<file path="config.mk">
export PLATFORM = sky130hd
export DESIGN_NAME = pieo_ctrl
export DESIGN_NICKNAME = d
export VERILOG_FILES = /design/src/pieo_pkg.sv /design/src/pieo_flag_bank.sv /design/src/pieo_apb_port.sv /design/src/pieo_ctrl.sv
export SDC_FILE = /design/constraint.sdc
export NUM_CORES = 1
export LEC_CHECK = 0
export BUFFER_PORTS_ARGS = -buffer_cell sky130_fd_sc_hd__buf_2
export CORE_ASPECT_RATIO = 1.2
export CORE_MARGIN = 2
export CORE_UTILIZATION = 40
export DETAILED_ROUTE_END_ITERATION = 7
export HOLD_SLACK_MARGIN = 0.08
export PLACE_DENSITY = 0.76
export REMOVE_ABC_BUFFERS = 1
export SYNTH_ARGS = -nofsm -noshare
export SYNTH_HDL_FRONTEND = slang
export SYNTH_SLANG_ARGS = --single-unit
</file>
<file path="constraint.sdc">
create_clock -name MCLK -period 0.9 [get_ports MCLK]
set_input_delay 0 -clock MCLK [delete_from_list [all_inputs] [get_ports MCLK]]
set_output_delay 0 -clock MCLK [all_outputs]
set_load 0.01 [all_outputs]
</file>
<file path="src/pieo_pkg.sv">
// Shared constants for the peripheral interrupt enable block
package pieo_pkg;

  // Bus geometry
  localparam int unsigned APB_ADDR_W = 12;
  localparam int unsigned SRC_N      = 8;

  // Register byte offsets
  localparam logic [11:0] CTRL_OFF   = 12'h080;
  localparam logic [11:0] FLAG_OFF   = 12'h084;
  localparam logic [11:0] ENABLE_OFF = 12'h08C;

  // Values after reset
  localparam logic [7:0] ENABLE_RST = 8'h00;
  localparam logic [1:0] CTRL_RST   = 2'h0;
  localparam logic [7:0] FLAG_RST   = 8'h00;

  // Main control field positions
  localparam int unsigned GLOBAL_EN_BIT = 7;
  localparam int unsigned GROUP_EN_BIT  = 6;

  // Source positions in the enable and flag layout
  localparam int unsigned PARALLEL_PORT_BIT  = 7;
  localparam int unsigned CONVERTER_DONE_BIT = 6;
  localparam int unsigned SERIAL_RX_BIT      = 5;
  localparam int unsigned SERIAL_TX_BIT      = 4;
  localparam int unsigned SYNC_SERIAL_BIT    = 3;
  localparam int unsigned CAPTURE_BIT        = 2;
  localparam int unsigned PERIOD_MATCH_BIT   = 1;
  localparam int unsigned TIMER_OVF_BIT      = 0;

  // Buffer-state flags follow their source instead of latching
  localparam logic [7:0] LEVEL_MASK = 8'h30;

  // Word-aligned address match
  function automatic logic addr_hit(input logic [11:0] addr, input logic [11:0] off);
    addr_hit = (addr[11:2] == off[11:2]);
  endfunction

endpackage

</file>
<file path="src/pieo_flag_bank.sv">
// Interrupt flag bits: sticky write-one-to-clear or level-following
`timescale 1ns/1ps
`default_nettype none
module pieo_flag_bank #(
  parameter int unsigned      WIDTH      = 8,
  parameter logic [WIDTH-1:0] LEVEL_BITS = '0
) (
  // Clock and reset
  input  wire logic             clk,
  input  wire logic             rst,
  // Source conditions and clear strobes
  input  wire logic [WIDTH-1:0] cond,
  input  wire logic [WIDTH-1:0] clr,
  // Flag state
  output logic      [WIDTH-1:0] flags
);

  logic [WIDTH-1:0] flag_q;
  logic [WIDTH-1:0] flag_d;

  // Next value per bit; a set in the clear cycle is kept
  genvar i;
  generate
    for (i = 0; i < WIDTH; i++)
    begin : g_bit
      if (LEVEL_BITS[i])
      begin : g_level
        always_comb
        begin
          flag_d[i] = cond[i];
        end
      end
      else
      begin : g_sticky
        always_comb
        begin
          flag_d[i] = cond[i] | (flag_q[i] & ~clr[i]);
        end
      end
    end
  endgenerate

  // Flag storage
  always_ff @(posedge clk or posedge rst)
  begin
    if (rst)
      flag_q <= WIDTH'(pieo_pkg::FLAG_RST);
    else
      flag_q <= flag_d;
  end

  assign flags = flag_q;

endmodule
`default_nettype wire

</file>
<file path="src/pieo_apb_port.sv">
// APB slave front end: decode, strobes and registered read data
`timescale 1ns/1ps
`default_nettype none
module pieo_apb_port #(
  parameter int unsigned ADDR_W = 12
) (
  // Clock and reset
  input  wire logic              clk,
  input  wire logic              rst,
  // APB request
  input  wire logic              psel,
  input  wire logic              penable,
  input  wire logic              pwrite,
  input  wire logic [ADDR_W-1:0] paddr,
  // APB answer
  output logic      [31:0]       prdata,
  output logic                   pready,
  output logic                   pslverr,
  // Register side
  input  wire logic [31:0]       rd_word,
  output logic                   sel_ctrl,
  output logic                   sel_flag,
  output logic                   sel_enable,
  output logic                   wr_stb
);

  logic [31:0] rdata_q;
  logic [31:0] rdata_d;
  logic        err_q;
  logic        err_d;
  logic        mapped;
  logic        setup;

  // Address decode
  assign sel_ctrl   = pieo_pkg::addr_hit(paddr, pieo_pkg::CTRL_OFF);
  assign sel_flag   = pieo_pkg::addr_hit(paddr, pieo_pkg::FLAG_OFF);
  assign sel_enable = pieo_pkg::addr_hit(paddr, pieo_pkg::ENABLE_OFF);
  assign mapped     = sel_ctrl | sel_flag | sel_enable;
  assign setup      = psel & ~penable;

  // Read data and error are captured in setup so they come from flops
  always_comb
  begin
    rdata_d = rdata_q;
    err_d   = err_q;
    if (setup)
    begin
      rdata_d = (mapped && !pwrite) ? rd_word : 32'h0000_0000;
      err_d   = ~mapped;
    end
  end

  always_ff @(posedge clk or posedge rst)
  begin
    if (rst)
    begin
      rdata_q <= 32'h0000_0000;
      err_q   <= 1'b0;
    end
    else
    begin
      rdata_q <= rdata_d;
      err_q   <= err_d;
    end
  end

  // Zero wait states; unmapped writes are dropped
  assign pready  = psel & penable;
  assign pslverr = psel & penable & err_q;
  assign prdata  = rdata_q;
  assign wr_stb  = psel & penable & pwrite & mapped;

endmodule
`default_nettype wire

</file>
<file path="src/pieo_ctrl.sv">
// Peripheral interrupt enable register with flags, gating and APB access
//
// The APB interface to the registers is this design's own decision.
`timescale 1ns/1ps
`default_nettype none
module pieo_ctrl #(
  parameter bit HAS_PARALLEL_PORT = 1'b1
) (
  // Clock and reset
  input  wire logic        MCLK,
  input  wire logic        RST,
  // APB slave
  input  wire logic        PSEL,
  input  wire logic        PENABLE,
  input  wire logic        PWRITE,
  input  wire logic [11:0] PADDR,
  input  wire logic [31:0] PWDATA,
  output logic      [31:0] PRDATA,
  output logic             PREADY,
  output logic             PSLVERR,
  // Peripheral conditions, same clock
  input  wire logic [7:0]  SRC_COND,
  // Toward the core
  output logic      [7:0]  PERIPH_REQ,
  output logic             CORE_IRQ
);

  logic [31:0] rd_word;
  logic        sel_ctrl;
  logic        sel_flag;
  logic        sel_enable;
  logic        wr_stb;
  logic [7:0]  flags;
  logic [7:0]  flag_clr;
  logic [7:0]  en_keep;

  logic [7:0]  en_q;
  logic [7:0]  en_d;
  logic [1:0]  ctrl_q;
  logic [1:0]  ctrl_d;
  logic [7:0]  req_q;
  logic [7:0]  req_d;
  logic        irq_q;
  logic        irq_d;
  logic        global_en;
  logic        group_en;

  // Bus front end
  pieo_apb_port #(
    .ADDR_W     (pieo_pkg::APB_ADDR_W)
  ) u_apb (
    .clk        (MCLK),
    .rst        (RST),
    .psel       (PSEL),
    .penable    (PENABLE),
    .pwrite     (PWRITE),
    .paddr      (PADDR),
    .prdata     (PRDATA),
    .pready     (PREADY),
    .pslverr    (PSLVERR),
    .rd_word    (rd_word),
    .sel_ctrl   (sel_ctrl),
    .sel_flag   (sel_flag),
    .sel_enable (sel_enable),
    .wr_stb     (wr_stb)
  );

  // Flags latch regardless of any enable; write one clears sticky ones
  assign flag_clr = (wr_stb && sel_flag) ? PWDATA[7:0] : 8'h00;

  pieo_flag_bank #(
    .WIDTH      (pieo_pkg::SRC_N),
    .LEVEL_BITS (pieo_pkg::LEVEL_MASK)
  ) u_flags (
    .clk        (MCLK),
    .rst        (RST),
    .cond       (SRC_COND),
    .clr        (flag_clr),
    .flags      (flags)
  );

  // Parallel port enable is held at zero on parts without the port
  assign en_keep = HAS_PARALLEL_PORT ? 8'hFF : 8'h7F;

  assign global_en = ctrl_q[1];
  assign group_en  = ctrl_q[0];

  // Enable and main control next values
  always_comb
  begin
    en_d   = en_q;
    ctrl_d = ctrl_q;
    if (wr_stb && sel_enable)
      en_d = PWDATA[7:0] & en_keep;
    if (wr_stb && sel_ctrl)
    begin
      ctrl_d[1] = PWDATA[pieo_pkg::GLOBAL_EN_BIT];
      ctrl_d[0] = PWDATA[pieo_pkg::GROUP_EN_BIT];
    end
  end

  always_ff @(posedge MCLK or posedge RST)
  begin
    if (RST)
    begin
      en_q   <= pieo_pkg::ENABLE_RST;
      ctrl_q <= pieo_pkg::CTRL_RST;
    end
    else
    begin
      en_q   <= en_d;
      ctrl_q <= ctrl_d;
    end
  end

  // Request gating: own enable, then group, then global
  always_comb
  begin
    req_d = flags & en_q & {8{group_en}};
    irq_d = global_en & (|req_d);
  end

  // Registered so the core sees glitch-free levels, at one cycle of latency
  always_ff @(posedge MCLK or posedge RST)
  begin
    if (RST)
    begin
      req_q <= 8'h00;
      irq_q <= 1'b0;
    end
    else
    begin
      req_q <= req_d;
      irq_q <= irq_d;
    end
  end

  assign PERIPH_REQ = req_q;
  assign CORE_IRQ   = irq_q;

  // Read mux; unused upper bits read zero
  always_comb
  begin
    rd_word = 32'h0000_0000;
    if (sel_enable)
      rd_word[7:0] = en_q;
    else if (sel_flag)
      rd_word[7:0] = flags;
    else if (sel_ctrl)
    begin
      rd_word[pieo_pkg::GLOBAL_EN_BIT] = global_en;
      rd_word[pieo_pkg::GROUP_EN_BIT]  = group_en;
    end
  end

  // Checks on gating and flag behaviour

  own_enable_gate_a: assert property (
    @(posedge MCLK) disable iff (RST)
    (PERIPH_REQ & ~$past(en_q)) == 8'h00
  ) else $error("request raised with its enable clear");

  group_block_a: assert property (
    @(posedge MCLK) disable iff (RST)
    !$past(group_en) |-> PERIPH_REQ == 8'h00
  ) else $error("request passed with group enable clear");

  converter_pass_a: assert property (
    @(posedge MCLK) disable iff (RST)
    (SRC_COND[6] && en_q[6] && group_en) ##1 (en_q[6] && group_en)
      |=> PERIPH_REQ[6]
  ) else $error("converter-done request missing");

  receive_pass_a: assert property (
    @(posedge MCLK) disable iff (RST)
    (SRC_COND[5] && en_q[5] && group_en)[*2] |=> PERIPH_REQ[5]
  ) else $error("receive request missing while buffer full");

  flag_sets_a: assert property (
    @(posedge MCLK) disable iff (RST)
    (SRC_COND[0] && !en_q[0] && !global_en) |=> flags[0]
  ) else $error("flag not set while interrupts disabled");

  global_block_a: assert property (
    @(posedge MCLK) disable iff (RST)
    !$past(global_en) |-> !CORE_IRQ
  ) else $error("core interrupt with global enable clear");

  global_pass_a: assert property (
    @(posedge MCLK) disable iff (RST)
    (global_en && ((flags & en_q) != 8'h00) && group_en) |=> CORE_IRQ
  ) else $error("unmasked interrupt not passed to core");

  port_bit_absent_a: assert property (
    @(posedge MCLK) disable iff (RST)
    !HAS_PARALLEL_PORT |-> !en_q[7] && !PERIPH_REQ[7]
  ) else $error("parallel port enable set on part without port");

  // Checks on register writes; converter, receive, group and global bits are tried in both polarities, the parallel port bit only when written one

  converter_en_set_a: assert property (
    @(posedge MCLK) disable iff (RST)
    (wr_stb && sel_enable && PWDATA[pieo_pkg::CONVERTER_DONE_BIT])
      |=> en_q[pieo_pkg::CONVERTER_DONE_BIT]
  ) else $error("converter-done enable not set by write");

  converter_en_clear_a: assert property (
    @(posedge MCLK) disable iff (RST)
    (wr_stb && sel_enable && !PWDATA[pieo_pkg::CONVERTER_DONE_BIT])
      |=> !en_q[pieo_pkg::CONVERTER_DONE_BIT]
  ) else $error("converter-done enable not cleared by write");

  receive_en_set_a: assert property (
    @(posedge MCLK) disable iff (RST)
    (wr_stb && sel_enable && PWDATA[pieo_pkg::SERIAL_RX_BIT])
      |=> en_q[pieo_pkg::SERIAL_RX_BIT]
  ) else $error("receive enable not set by write");

  receive_en_clear_a: assert property (
    @(posedge MCLK) disable iff (RST)
    (wr_stb && sel_enable && !PWDATA[pieo_pkg::SERIAL_RX_BIT])
      |=> !en_q[pieo_pkg::SERIAL_RX_BIT]
  ) else $error("receive enable not cleared by write");

  port_en_write_a: assert property (
    @(posedge MCLK) disable iff (RST)
    (wr_stb && sel_enable && PWDATA[pieo_pkg::PARALLEL_PORT_BIT])
      |=> en_q[pieo_pkg::PARALLEL_PORT_BIT] == HAS_PARALLEL_PORT
  ) else $error("parallel port enable write not handled per build");

  enable_hold_a: assert property (
    @(posedge MCLK) disable iff (RST)
    !(wr_stb && sel_enable) |=> $stable(en_q)
  ) else $error("enable register changed without a write");

  group_en_set_a: assert property (
    @(posedge MCLK) disable iff (RST)
    (wr_stb && sel_ctrl && PWDATA[pieo_pkg::GROUP_EN_BIT])
      |=> group_en
  ) else $error("group enable not set by write");

  group_en_clear_a: assert property (
    @(posedge MCLK) disable iff (RST)
    (wr_stb && sel_ctrl && !PWDATA[pieo_pkg::GROUP_EN_BIT])
      |=> !group_en
  ) else $error("group enable not cleared by write");

  global_en_set_a: assert property (
    @(posedge MCLK) disable iff (RST)
    (wr_stb && sel_ctrl && PWDATA[pieo_pkg::GLOBAL_EN_BIT])
      |=> global_en
  ) else $error("global enable not set by write");

  global_en_clear_a: assert property (
    @(posedge MCLK) disable iff (RST)
    (wr_stb && sel_ctrl && !PWDATA[pieo_pkg::GLOBAL_EN_BIT])
      |=> !global_en
  ) else $error("global enable not cleared by write");

  ctrl_hold_a: assert property (
    @(posedge MCLK) disable iff (RST)
    !(wr_stb && sel_ctrl) |=> $stable(ctrl_q)
  ) else $error("main control changed without a write");

  // Checks on flag storage and request passing; a condition during reset is not counted

  event_sets_a: assert property (
    @(posedge MCLK) disable iff (RST)
    !$past(RST) |-> ($past(SRC_COND) & ~flags) == 8'h00
  ) else $error("flag not set after its condition");

  sticky_hold_a: assert property (
    @(posedge MCLK) disable iff (RST)
    (($past(flags) & ~$past(flag_clr) & ~flags) & ~pieo_pkg::LEVEL_MASK) == 8'h00
  ) else $error("sticky flag lost without a clear");

  clear_lands_a: assert property (
    @(posedge MCLK) disable iff (RST)
    (($past(flag_clr) & ~$past(SRC_COND) & flags) & ~pieo_pkg::LEVEL_MASK) == 8'h00
  ) else $error("sticky flag survived a clear with no new event");

  level_follow_a: assert property (
    @(posedge MCLK) disable iff (RST)
    !$past(RST) |-> ((flags ^ $past(SRC_COND)) & pieo_pkg::LEVEL_MASK) == 8'h00
  ) else $error("buffer-state flag does not follow its source");

  gated_pass_a: assert property (
    @(posedge MCLK) disable iff (RST)
    group_en |=> (($past(flags) & $past(en_q)) & ~PERIPH_REQ) == 8'h00
  ) else $error("enabled flag not passed as a request");

  irq_needs_req_a: assert property (
    @(posedge MCLK) disable iff (RST)
    CORE_IRQ |-> PERIPH_REQ != 8'h00
  ) else $error("core interrupt without any request");

  irq_follows_req_a: assert property (
    @(posedge MCLK) disable iff (RST)
    global_en |=> CORE_IRQ == (PERIPH_REQ != 8'h00)
  ) else $error("core interrupt does not follow requests");

  // Checks on the bus answer

  unmapped_error_a: assert property (
    @(posedge MCLK) disable iff (RST)
    (PSEL && !PENABLE && !(sel_ctrl || sel_flag || sel_enable)) ##1 (PSEL && PENABLE)
      |-> PSLVERR && PRDATA == 32'h0000_0000
  ) else $error("unmapped access not answered with an error");

  mapped_no_error_a: assert property (
    @(posedge MCLK) disable iff (RST)
    (PSEL && !PENABLE && (sel_ctrl || sel_flag || sel_enable)) ##1 (PSEL && PENABLE)
      |-> !PSLVERR
  ) else $error("mapped access answered with an error");

  enable_read_a: assert property (
    @(posedge MCLK) disable iff (RST)
    (PSEL && !PENABLE && !PWRITE && sel_enable)
      |=> PRDATA == {24'h000000, $past(en_q)}
  ) else $error("enable register read back wrong");

endmodule
`default_nettype wire

</file>
==> results of run 1 <==
-- logic make-up after synthesis --
kind of cell,share of synthesized area (%)
and+or+nand+nor,18.12
buffers and inverters,15.03
DFF,50.56
AOI/OAI and AO/OA,8.497
muxes,7.584
other,0.2105
-- critical path, delay by kind of cell, from the launching register on --
kind | cells | cell delay (ns)
buffers and inverters | 1 | 0.15
AOI/OAI and AO/OA | 1 | 0.11
DFF | 1 | 0.46
and+or+nand+nor | 2 | 0.39
-- metrics by stage --
step,std cells,cell area [µm²]
floorplan,151,1653
finish,314,2700
global route,314,2700
detailed placement,290,2248
CTS,315,2570
global placement,290,2248
-- flip-flops by register name, indices dropped and copies added, names as in the netlist --
| signal | flops |
|---|---|
| u_apb.prdata | 8 |
| ctrl_q | 2 |
| u_apb.err_q | 1 |
| PERIPH_REQ | 8 |
| u_flags.flags | 8 |
| CORE_IRQ | 1 |
| en_q | 8 |
-- layer usage --
layer	share of wire, %	track usage [%]
met5	0	0
met4	2.7	7.234
met3	4.2	4.839
met2	56	34.54
met1	37	20.23
-- layout make-up --
| cell class | count | area share (%) |
|---|---|---|
| Tap cell | 56 | 2.595 |
| Clock buffer | 6 | 2.688 |
| Inverter | 14 | 1.946 |
| Multi-Input combinational cell | 101 | 30.77 |
| Timing Repair Buffer | 100 | 28.41 |
| Clock inverter | 1 | 0.1854 |
| Sequential cell | 36 | 33.41 |
-- power by group --
part	leakage (nW)	switching [W]	internal, W
logic	0.937	0.000201	0.000197
clock network	0.0410	0.000566	0.000526
registers	0.460	0.00000445	0.00162
-- worst paths after layout --
check                                startpoint         endpoint  slack, ns  cells past startpoint
max in group asynchronous                   RST        ctrl_q[0]       0.41                      4
worst min register to register  u_apb.prdata[4]  u_apb.prdata[4]       0.48                      2
worst min-delay path                     PWRITE  u_apb.prdata[7]       0.01                      3
worst max-delay path                  ctrl_q[0]         CORE_IRQ      -0.35                      4
worst max register to register        ctrl_q[0]         CORE_IRQ      -0.35                      4
min in group asynchronous                   RST          en_q[2]       0.30                      4
-- Yosys cell counts (2+ instances only) --
library cell,n,area (µm²)
a21o_1,6,45.04
nor4_1,2,12.51
buf_4,27,202.7
and3_1,10,62.56
nand4b_1,2,17.52
mux2_2,12,135.1
o221ai_1,6,52.55
dfrtp_1,36,900.9
inv_1,14,52.55
nand4_1,7,43.79
and3b_1,6,52.55
nand2_1,8,30.03
and2_1,2,12.51
a22oi_1,2,15.01
o41ai_1,2,17.52
-- placed cells by master (no fill, tap or decap), drive strengths merged, types with 8 or more instances in the layout --
cell type and count:
buf 83, dfrtp 36, conb 24, dlygate4sd3 17, inv 14, mux2 12
and3 10, nand2 9, nand4 8
-- repair_timing --
| item | CTS | global route |
|---|---|---|
| resized for setup | 15 | 27 |
| buffers inserted | 1 | 2 |
| setup endpoints to repair | 9 | 24 |
| pin swaps | 5 | 18 |
| hold endpoints to repair | 56 | 2 |
==> run metrics, run 1 <==
CP Max Fanout=6; Site Rows=26; number of synthesized flops with an enable pin=0; DR WL/cell=15.34 µm; DRC viols=0; Pleak=1.438 nW; GR Overflow Total=0; Die X-Extent=64.93 µm; first-pass GRT wire length=about 7000 µm; Die Y=77.11 µm; status=complete, but fails checks; fin worst setup slack=-0.3453 ns; predominant post-synthesis flop cell=dfrtp_1; Root Driver=clkbuf_8; crit path launch type=flop; Ant. Diodes=0; final net count=315; worst vdd ir=between 0.0006 and 0.0007 V; CTS tree=yes; critical path's slowest cell=dfrtp_2; Yosys cell types=31; highest clock rate=approximately 0.80 GHz; failing checks=setup timing; total CTS buffers=5; WL final=4818 µm; via count=1492; Reg area=902.1 µm²; initial DRC count=between 60 and 70; CTS Buffer Depth=2; Min Hold Slack=0.01241 ns; Skew-Pair Late Insertion Delay=between 0.2 and 0.3 ns; multi-input logic area=slightly above 800 µm²; CTS Sinks=36; cts hold-fix bufs=17; overall power=a little over 0.003 W; vias in the first global route=approximately 1600; Req. time, crit path=about 1.1 ns; max incr delay on CP=~0.46 ns; CP cell instances=buf_6 > and3_4 > nor4_4 > a21boi_1; initial antenna violation count=0; io pins=100; Fin Clk Skew=~0.0057 ns; type of the worst min-delay path=primary input to flop; Setup Viol. Count Final=17; post-layout util=a little under two thirds; register area share after synthesis=50.56%; largest net degree at the start of global routing=37; Synth warnings=0; Initial Util=41.81%; Cell Pwr Density=1155 nW/µm²; detailed placement HPWL=3129 µm; CTS clock-pin slew for the worst setup and hold paths=0.07 ns; Placer Congestion=0.8396; total die area=5006 µm²; MaxCap Viol Count=0; Arr. time, crit path=1.41 ns; ys async rst share=100.0%; Seq cells post-synth=36; Port-buffer cells=49; Max H-tree Level=2; Via density=4.752; Mapped Cells=158; pre-CTS worst setup slack=-0.3415 ns; share of layout cells above drive strength 1=46.51%; CP endpoint kind=flop; setup TNS=-1.115 ns; overall routing resource usage=18.85%; Max Slew Vio Count=0; RSZ-0062 raised after global routing=true; Routed Antenna Nets=0; final hold vios=0; Mapped Area=1782 µm²; Pre-antenna DRT Iters=2; area grow syn2layout=51.54%; synthesized area per cell=11.28 µm²; fin crit share=138.4%; Core ar.=4262 µm²; critical path class=flop to flop; min cycle time layout=1.245 ns; Fill cells=350
Power figures use the tool's default switching activity.
==> inputs of run 2 (changes only) <==
Settings changed: CORE_UTILIZATION 40 to 44, PLACE_DENSITY 0.76 to 0.77, SYNTH_HIERARCHICAL set to 1.
==> run metrics, run 2 <==
CTS tree=yes; total die area=6168 µm² (+23%); total CTS buffers=9 (+4); Mapped Cells=187 (+18%); area grow syn2layout=51.92%; min cycle time layout=1.214 ns (-0.03105 ns); GR Overflow Total=0 (unchanged); CTS Buffer Depth=2 (unchanged); worst vdd ir=0.0008124 V (+16%); Fill cells=367 (+4.9%); initial antenna violation count=0 (unchanged); Root Driver=clkbuf_8; Max H-tree Level=3 (+1); vias in the first global route=2056 (+32%); largest net degree at the start of global routing=35 (-5.4%); fin crit share=134.9% (-3.5 points); final hold vios=0 (unchanged); Cell Pwr Density=1404 nW/µm² (+22%); pre-CTS worst setup slack=-0.7322 ns (-0.3907 ns); critical path class=primary input to flop; Initial Util=45.81% (+4.0 points); highest clock rate=0.8235 GHz (+2.6%); Via density=4.956 (+4.3%); Pleak=2.013 nW (+40%); overall routing resource usage=20.54% (+1.7 points); Arr. time, crit path=1.44 ns (+0.03 ns); Routed Antenna Nets=0 (unchanged); failing checks=setup timing; fin worst setup slack=-0.3143 ns (+0.03105 ns); max FFs per register=32; first-pass GRT wire length=9487 µm (+32%); Placer Congestion=0.8025 (-4.4%); final net count=396 (+26%); share of layout cells above drive strength 1=47.09% (+0.58 points); Synth warnings=6 (+6); DRC viols=0 (unchanged); crit path launch type=primary input; WL final=6071 µm (+26%); type of the worst min-delay path=primary input to flop; synthesized area per cell=13.07 µm² (+16%); RSZ-0062 raised after global routing=true; via count=2012 (+35%); Die X-Extent=72.03 µm (+11%); Setup Viol. Count Final=26 (+9); overall power=0.005212 W (+67%); Die Y=85.64 µm (+11%); Ant. Diodes=0 (unchanged); Skew-Pair Late Insertion Delay=0.33 ns (+0.04 ns); Pre-antenna DRT Iters=4 (+2); io pins=100 (unchanged); Min Hold Slack=0.09317 ns (+0.08076 ns); Mapped Area=2444 µm² (+37%); most frequent cells in the layout=70 x buf_2, 60 x dfrtp_1, 38 x a22o_1; Fin Clk Skew=0.004406 ns (-0.001342 ns); MaxCap Viol Count=0 (unchanged); post-layout util=69.60% (+6.2 points); CP Max Fanout=5 (-1); Port-buffer cells=73 (+49%); initial DRC count=134 (+100%); CTS clock-pin slew for the worst setup and hold paths=0.06 ns (about the same); commonest non-fill, non-tap cell in the layout=buf_2; Req. time, crit path=1.12 ns (+0.06 ns); DR WL/cell=14.95 µm (-2.5%); CTS Sinks=60 (+67%); Max Slew Vio Count=0 (unchanged); status=complete, but fails checks; Site Rows=29 (+12%); detailed placement HPWL=3853 µm (+23%); Core ar.=5334 µm² (+25%); CP endpoint kind=flop
-- run 2: metal layers --
layer  share of wire (%)  wire length, µm  track usage [%]
met1                  42             2556            23.28
met2                  52             3129            34.09
met3                 4.3              261            6.228
met4                 2.0              124            11.84
met5                   0                0                0
-- run 2: timing repair --
action / CTS / global route
buffers inserted: 3 / 11
pin swaps: 23 / 5
hold buffers: 17 / 0
endpoints found under the hold margin: 78 / 0
setup endpoints to repair: 26 / 36
gates resized for setup: 28 / 6
-- run 2: report_power, final --
| group | switching [W] | internal, W |
|---|---|---|
| clock network | 0.000966 | 0.00122 |
| logic | 0.000159 | 0.000153 |
| registers | 0.00000493 | 0.00270 |
-- run 2: worst paths after layout --
| check | from | to | slack [ns] | cells past startpoint |
|---|---|---|---|---|
| worst max-delay path | PADDR[9] | u_apb/prdata[6] | -0.31 | 9 |
| worst min-delay path | PADDR[2] | ctrl_q[0] | 0.09 | 4 |
| worst max register to register | u_flags/flags[1] | CORE_IRQ | -0.20 | 3 |
| worst min register to register | u_apb/prdata[24] | u_apb/prdata[24] | 0.50 | 1 |
| max in group asynchronous | RST | PERIPH_REQ[7] | 0.44 | 4 |
| min in group asynchronous | RST | u_flags/flags[7] | 0.19 | 3 |
-- run 2: final cells by class --
| class | count | area, µm² | share of cell area (%) |
|---|---|---|---|
| inverter | 10 | 37.54 | 1.011 |
| clock inverter | 1 | 5.005 | 0.1348 |
| sequential | 60 | 1501 | 40.44 |
| clock buffer | 15 | 176.4 | 4.752 |
| tap | 62 | 77.57 | 2.090 |
| multi-input combinational | 128 | 1002 | 27.00 |
| timing repair buffer | 130 | 912.1 | 24.57 |
-- run 2: critical path, cell delays in order --
cell,delay [ns]
buf_2,0.11
nor4b_4,0.30
nand2_2,0.13
nor3b_2,0.19
buf_4,0.15
and3b_1,0.20
a21oi_2,0.10
o21ai_1,0.06
a22o_1,0.19
-- run 2: through the flow --
step | cells | area [µm²] | setup TNS, ns
6_report | 406 | 3712 | -6.574
5_1_grt | 406 | 3712 | -8.399
4_1_cts | 395 | 3606 | -5.923
3_5_place_dp | 359 | 3120 | -17.73
3_3_place_gp | 359 | 3120 | -14.99
2_1_floorplan | 198 | 2445 | -18.04
==> inputs of run 3 (changes only) <==
Settings changed: ABC_AREA set to 1, CORE_UTILIZATION 44 to 45, PLACE_DENSITY 0.77 to 0.75.
==> run metrics, run 3 <==
synthesized area per cell=7.763 µm² (-41%); Mapped Area=2997 µm² (+23%); Skew-Pair Late Insertion Delay=0.33 ns (about the same); CP Max Fanout=16 (+11); final net count=575 (+45%); worst vdd ir=0.0009219 V (+13%); Max Slew Vio Count=0 (unchanged); max FFs per register=32 (unchanged); failing checks=setup timing; Ant. Diodes=0 (unchanged); Fill cells=528 (+44%); met3 wire length=237 µm (-9.2%); pre-CTS worst setup slack=-0.5414 ns (+0.1908 ns); Port-buffer cells=73 (unchanged); Max H-tree Level=3 (unchanged); type of the worst min-delay path=primary input to async pin; initial antenna violation count=0 (unchanged); via count=2778 (+38%); CTS Buffer Depth=2 (unchanged); met1 wire length=2965 µm (+16%); Routed Antenna Nets=0 (unchanged); Synth warnings=6 (unchanged); Cell Pwr Density=1260 nW/µm² (-10%); Mapped Cells=386 (+110%); CP endpoint kind=flop; crit path launch type=primary input; Setup Viol. Count Final=25 (-3.8%); WL final=7254 µm (+19%); commonest non-fill, non-tap cell in the layout=nand2_1; DR WL/cell=11.95 µm (-20%); Pleak=2.403 nW (+19%); Rel. slew slack=about two thirds; Arr. time, crit path=1.28 ns (-0.16 ns); top sig layer=met4; vias in the first global route=2722 (+32%); total CTS buffers=9 (unchanged); CTS tree=yes; io pins=100 (unchanged); Core ar.=6446 µm² (+21%); DRC viols=0 (unchanged); critical path class=primary input to flop; Fin Clk Skew=0.005729 ns (+0.001322 ns); Site Rows=32 (+10%); first-pass GRT wire length=11770 µm (+24%); MaxCap Viol Count=0 (unchanged); RSZ-0062 raised after global routing=true; CTS Sinks=60 (unchanged); min cycle time layout=1.062 ns (-0.1521 ns); worst-case reg-to-reg path depth=4 (+1); initial DRC count=125 (-6.7%); total die area=7331 µm² (+19%); Via density=4.577 (-7.6%); Pre-antenna DRT Iters=5 (+1); Req. time, crit path=1.12 ns (about the same); largest net degree at the start of global routing=34 (-2.9%); GR Overflow Total=0 (unchanged); most frequent cells in the layout=98 x nand2_1, 67 x inv_1, 67 x buf_2; fin worst setup slack=-0.1622 ns (+0.1521 ns); Root Driver=clkbuf_8; overall power=0.005294 W (+1.6%); Die X-Extent=78.50 µm (+9.0%); Die Y=93.39 µm (+9.1%); Initial Util=46.49% (+0.67 points); share of layout cells above drive strength 1=33.52% (-14 points); highest clock rate=0.9414 GHz (+14%); fin crit share=118.0% (-17 points); area grow syn2layout=40.21%; Worst-Margin Slew=0.5287 ns; overall routing resource usage=20.61% (+0.074 points); status=complete, but fails checks; CTS clock-pin slew for the worst setup and hold paths=0.06 ns (about the same); Placer Congestion=0.7905 (-1.5%); met2 WL=3921 µm (+25%); final hold vios=0 (unchanged); detailed placement HPWL=4531 µm (+18%)
==> run 3: cell type report <==
| class | instances | area [µm²] | area share (%) |
|---|---|---|---|
| Clock inverter | 2 | 10.01 | 0.2382 |
| Tap cell | 85 | 106.4 | 2.531 |
| Inverter | 72 | 272.8 | 6.492 |
| Clock buffer | 13 | 158.9 | 3.782 |
| Timing Repair Buffer | 119 | 822.0 | 19.57 |
| Multi-Input combinational cell | 256 | 1329 | 31.63 |
| Sequential cell | 60 | 1503 | 35.77 |
==> run 3: worst paths after layout <==
path,startpoint,endpoint,slack [ns]
hold / removal,RST,PERIPH_REQ[0],0.11
max in group asynchronous,RST,ctrl_q[0],0.35
setup reg to reg,ctrl_q[0],CORE_IRQ,-0.10
setup / recovery,PADDR[8],en_q[1],-0.16
min in group MCLK,PADDR[2],ctrl_q[0],0.16
hold reg to reg,u_apb/prdata[23],u_apb/prdata[23],0.48
==> run 3: stage by stage <==
step / util (%) / std cells / TNS [ns] / cell area, µm² / hold slack (ns)
6_report: 65.18 / 607 / -2.860 / 4202 / 0.1061
5_1_grt: 65.18 / 607 / -5.233 / 4202 / 0.1449
4_1_cts: 62.44 / 604 / -0.3569 / 4025 / 0.1069
3_5_place_dp: 55.43 / 570 / -9.947 / 3573 / -0.09468
3_3_place_gp: 55.43 / 570 / -9.213 / 3573 / -0.1009
2_1_floorplan: - / 388 / -22.66 / 2909 / -0.1843
==> run 3: worst max-delay path, stage by stage <==
cell and delay, ns:
buf_6 0.09, nor2_2 0.11, nand2_2 0.10, nor2_4 0.15, nand2_4 0.08, nor2_4 0.20
buf_6 0.15, buf_4 0.13, nand2_8 0.11, nand2_1 0.10, o21ai_2 0.06
==> run 3: power by group <==
part / switching [W] / total (W) / internal (W)
sequential: 0.00000737 / 0.00272 / 0.00271
clock: 0.000978 / 0.00210 / 0.00113
combinational: 0.000279 / 0.000474 / 0.000195
==> run 3: layer usage <==
metal | vias up | global-route usage (%)
met1 | 1281 | 22.46
li1 | 1417 | -
met5 | - | 0
met4 | 0 | 10.38
met2 | 69 | 38.22
met3 | 11 | 3.475
==> run 3: timing repair <==
| item | in CTS | in global routing |
|---|---|---|
| cloned | 2 | 0 |
| hold buffers | 17 | 0 |
| resized for setup | 28 | 45 |
| pin swaps | 4 | 27 |
| endpoints found under the setup margin | 33 | 32 |
| buffers inserted | 0 | 3 |
| hold endpoints to repair | 78 | 0 |
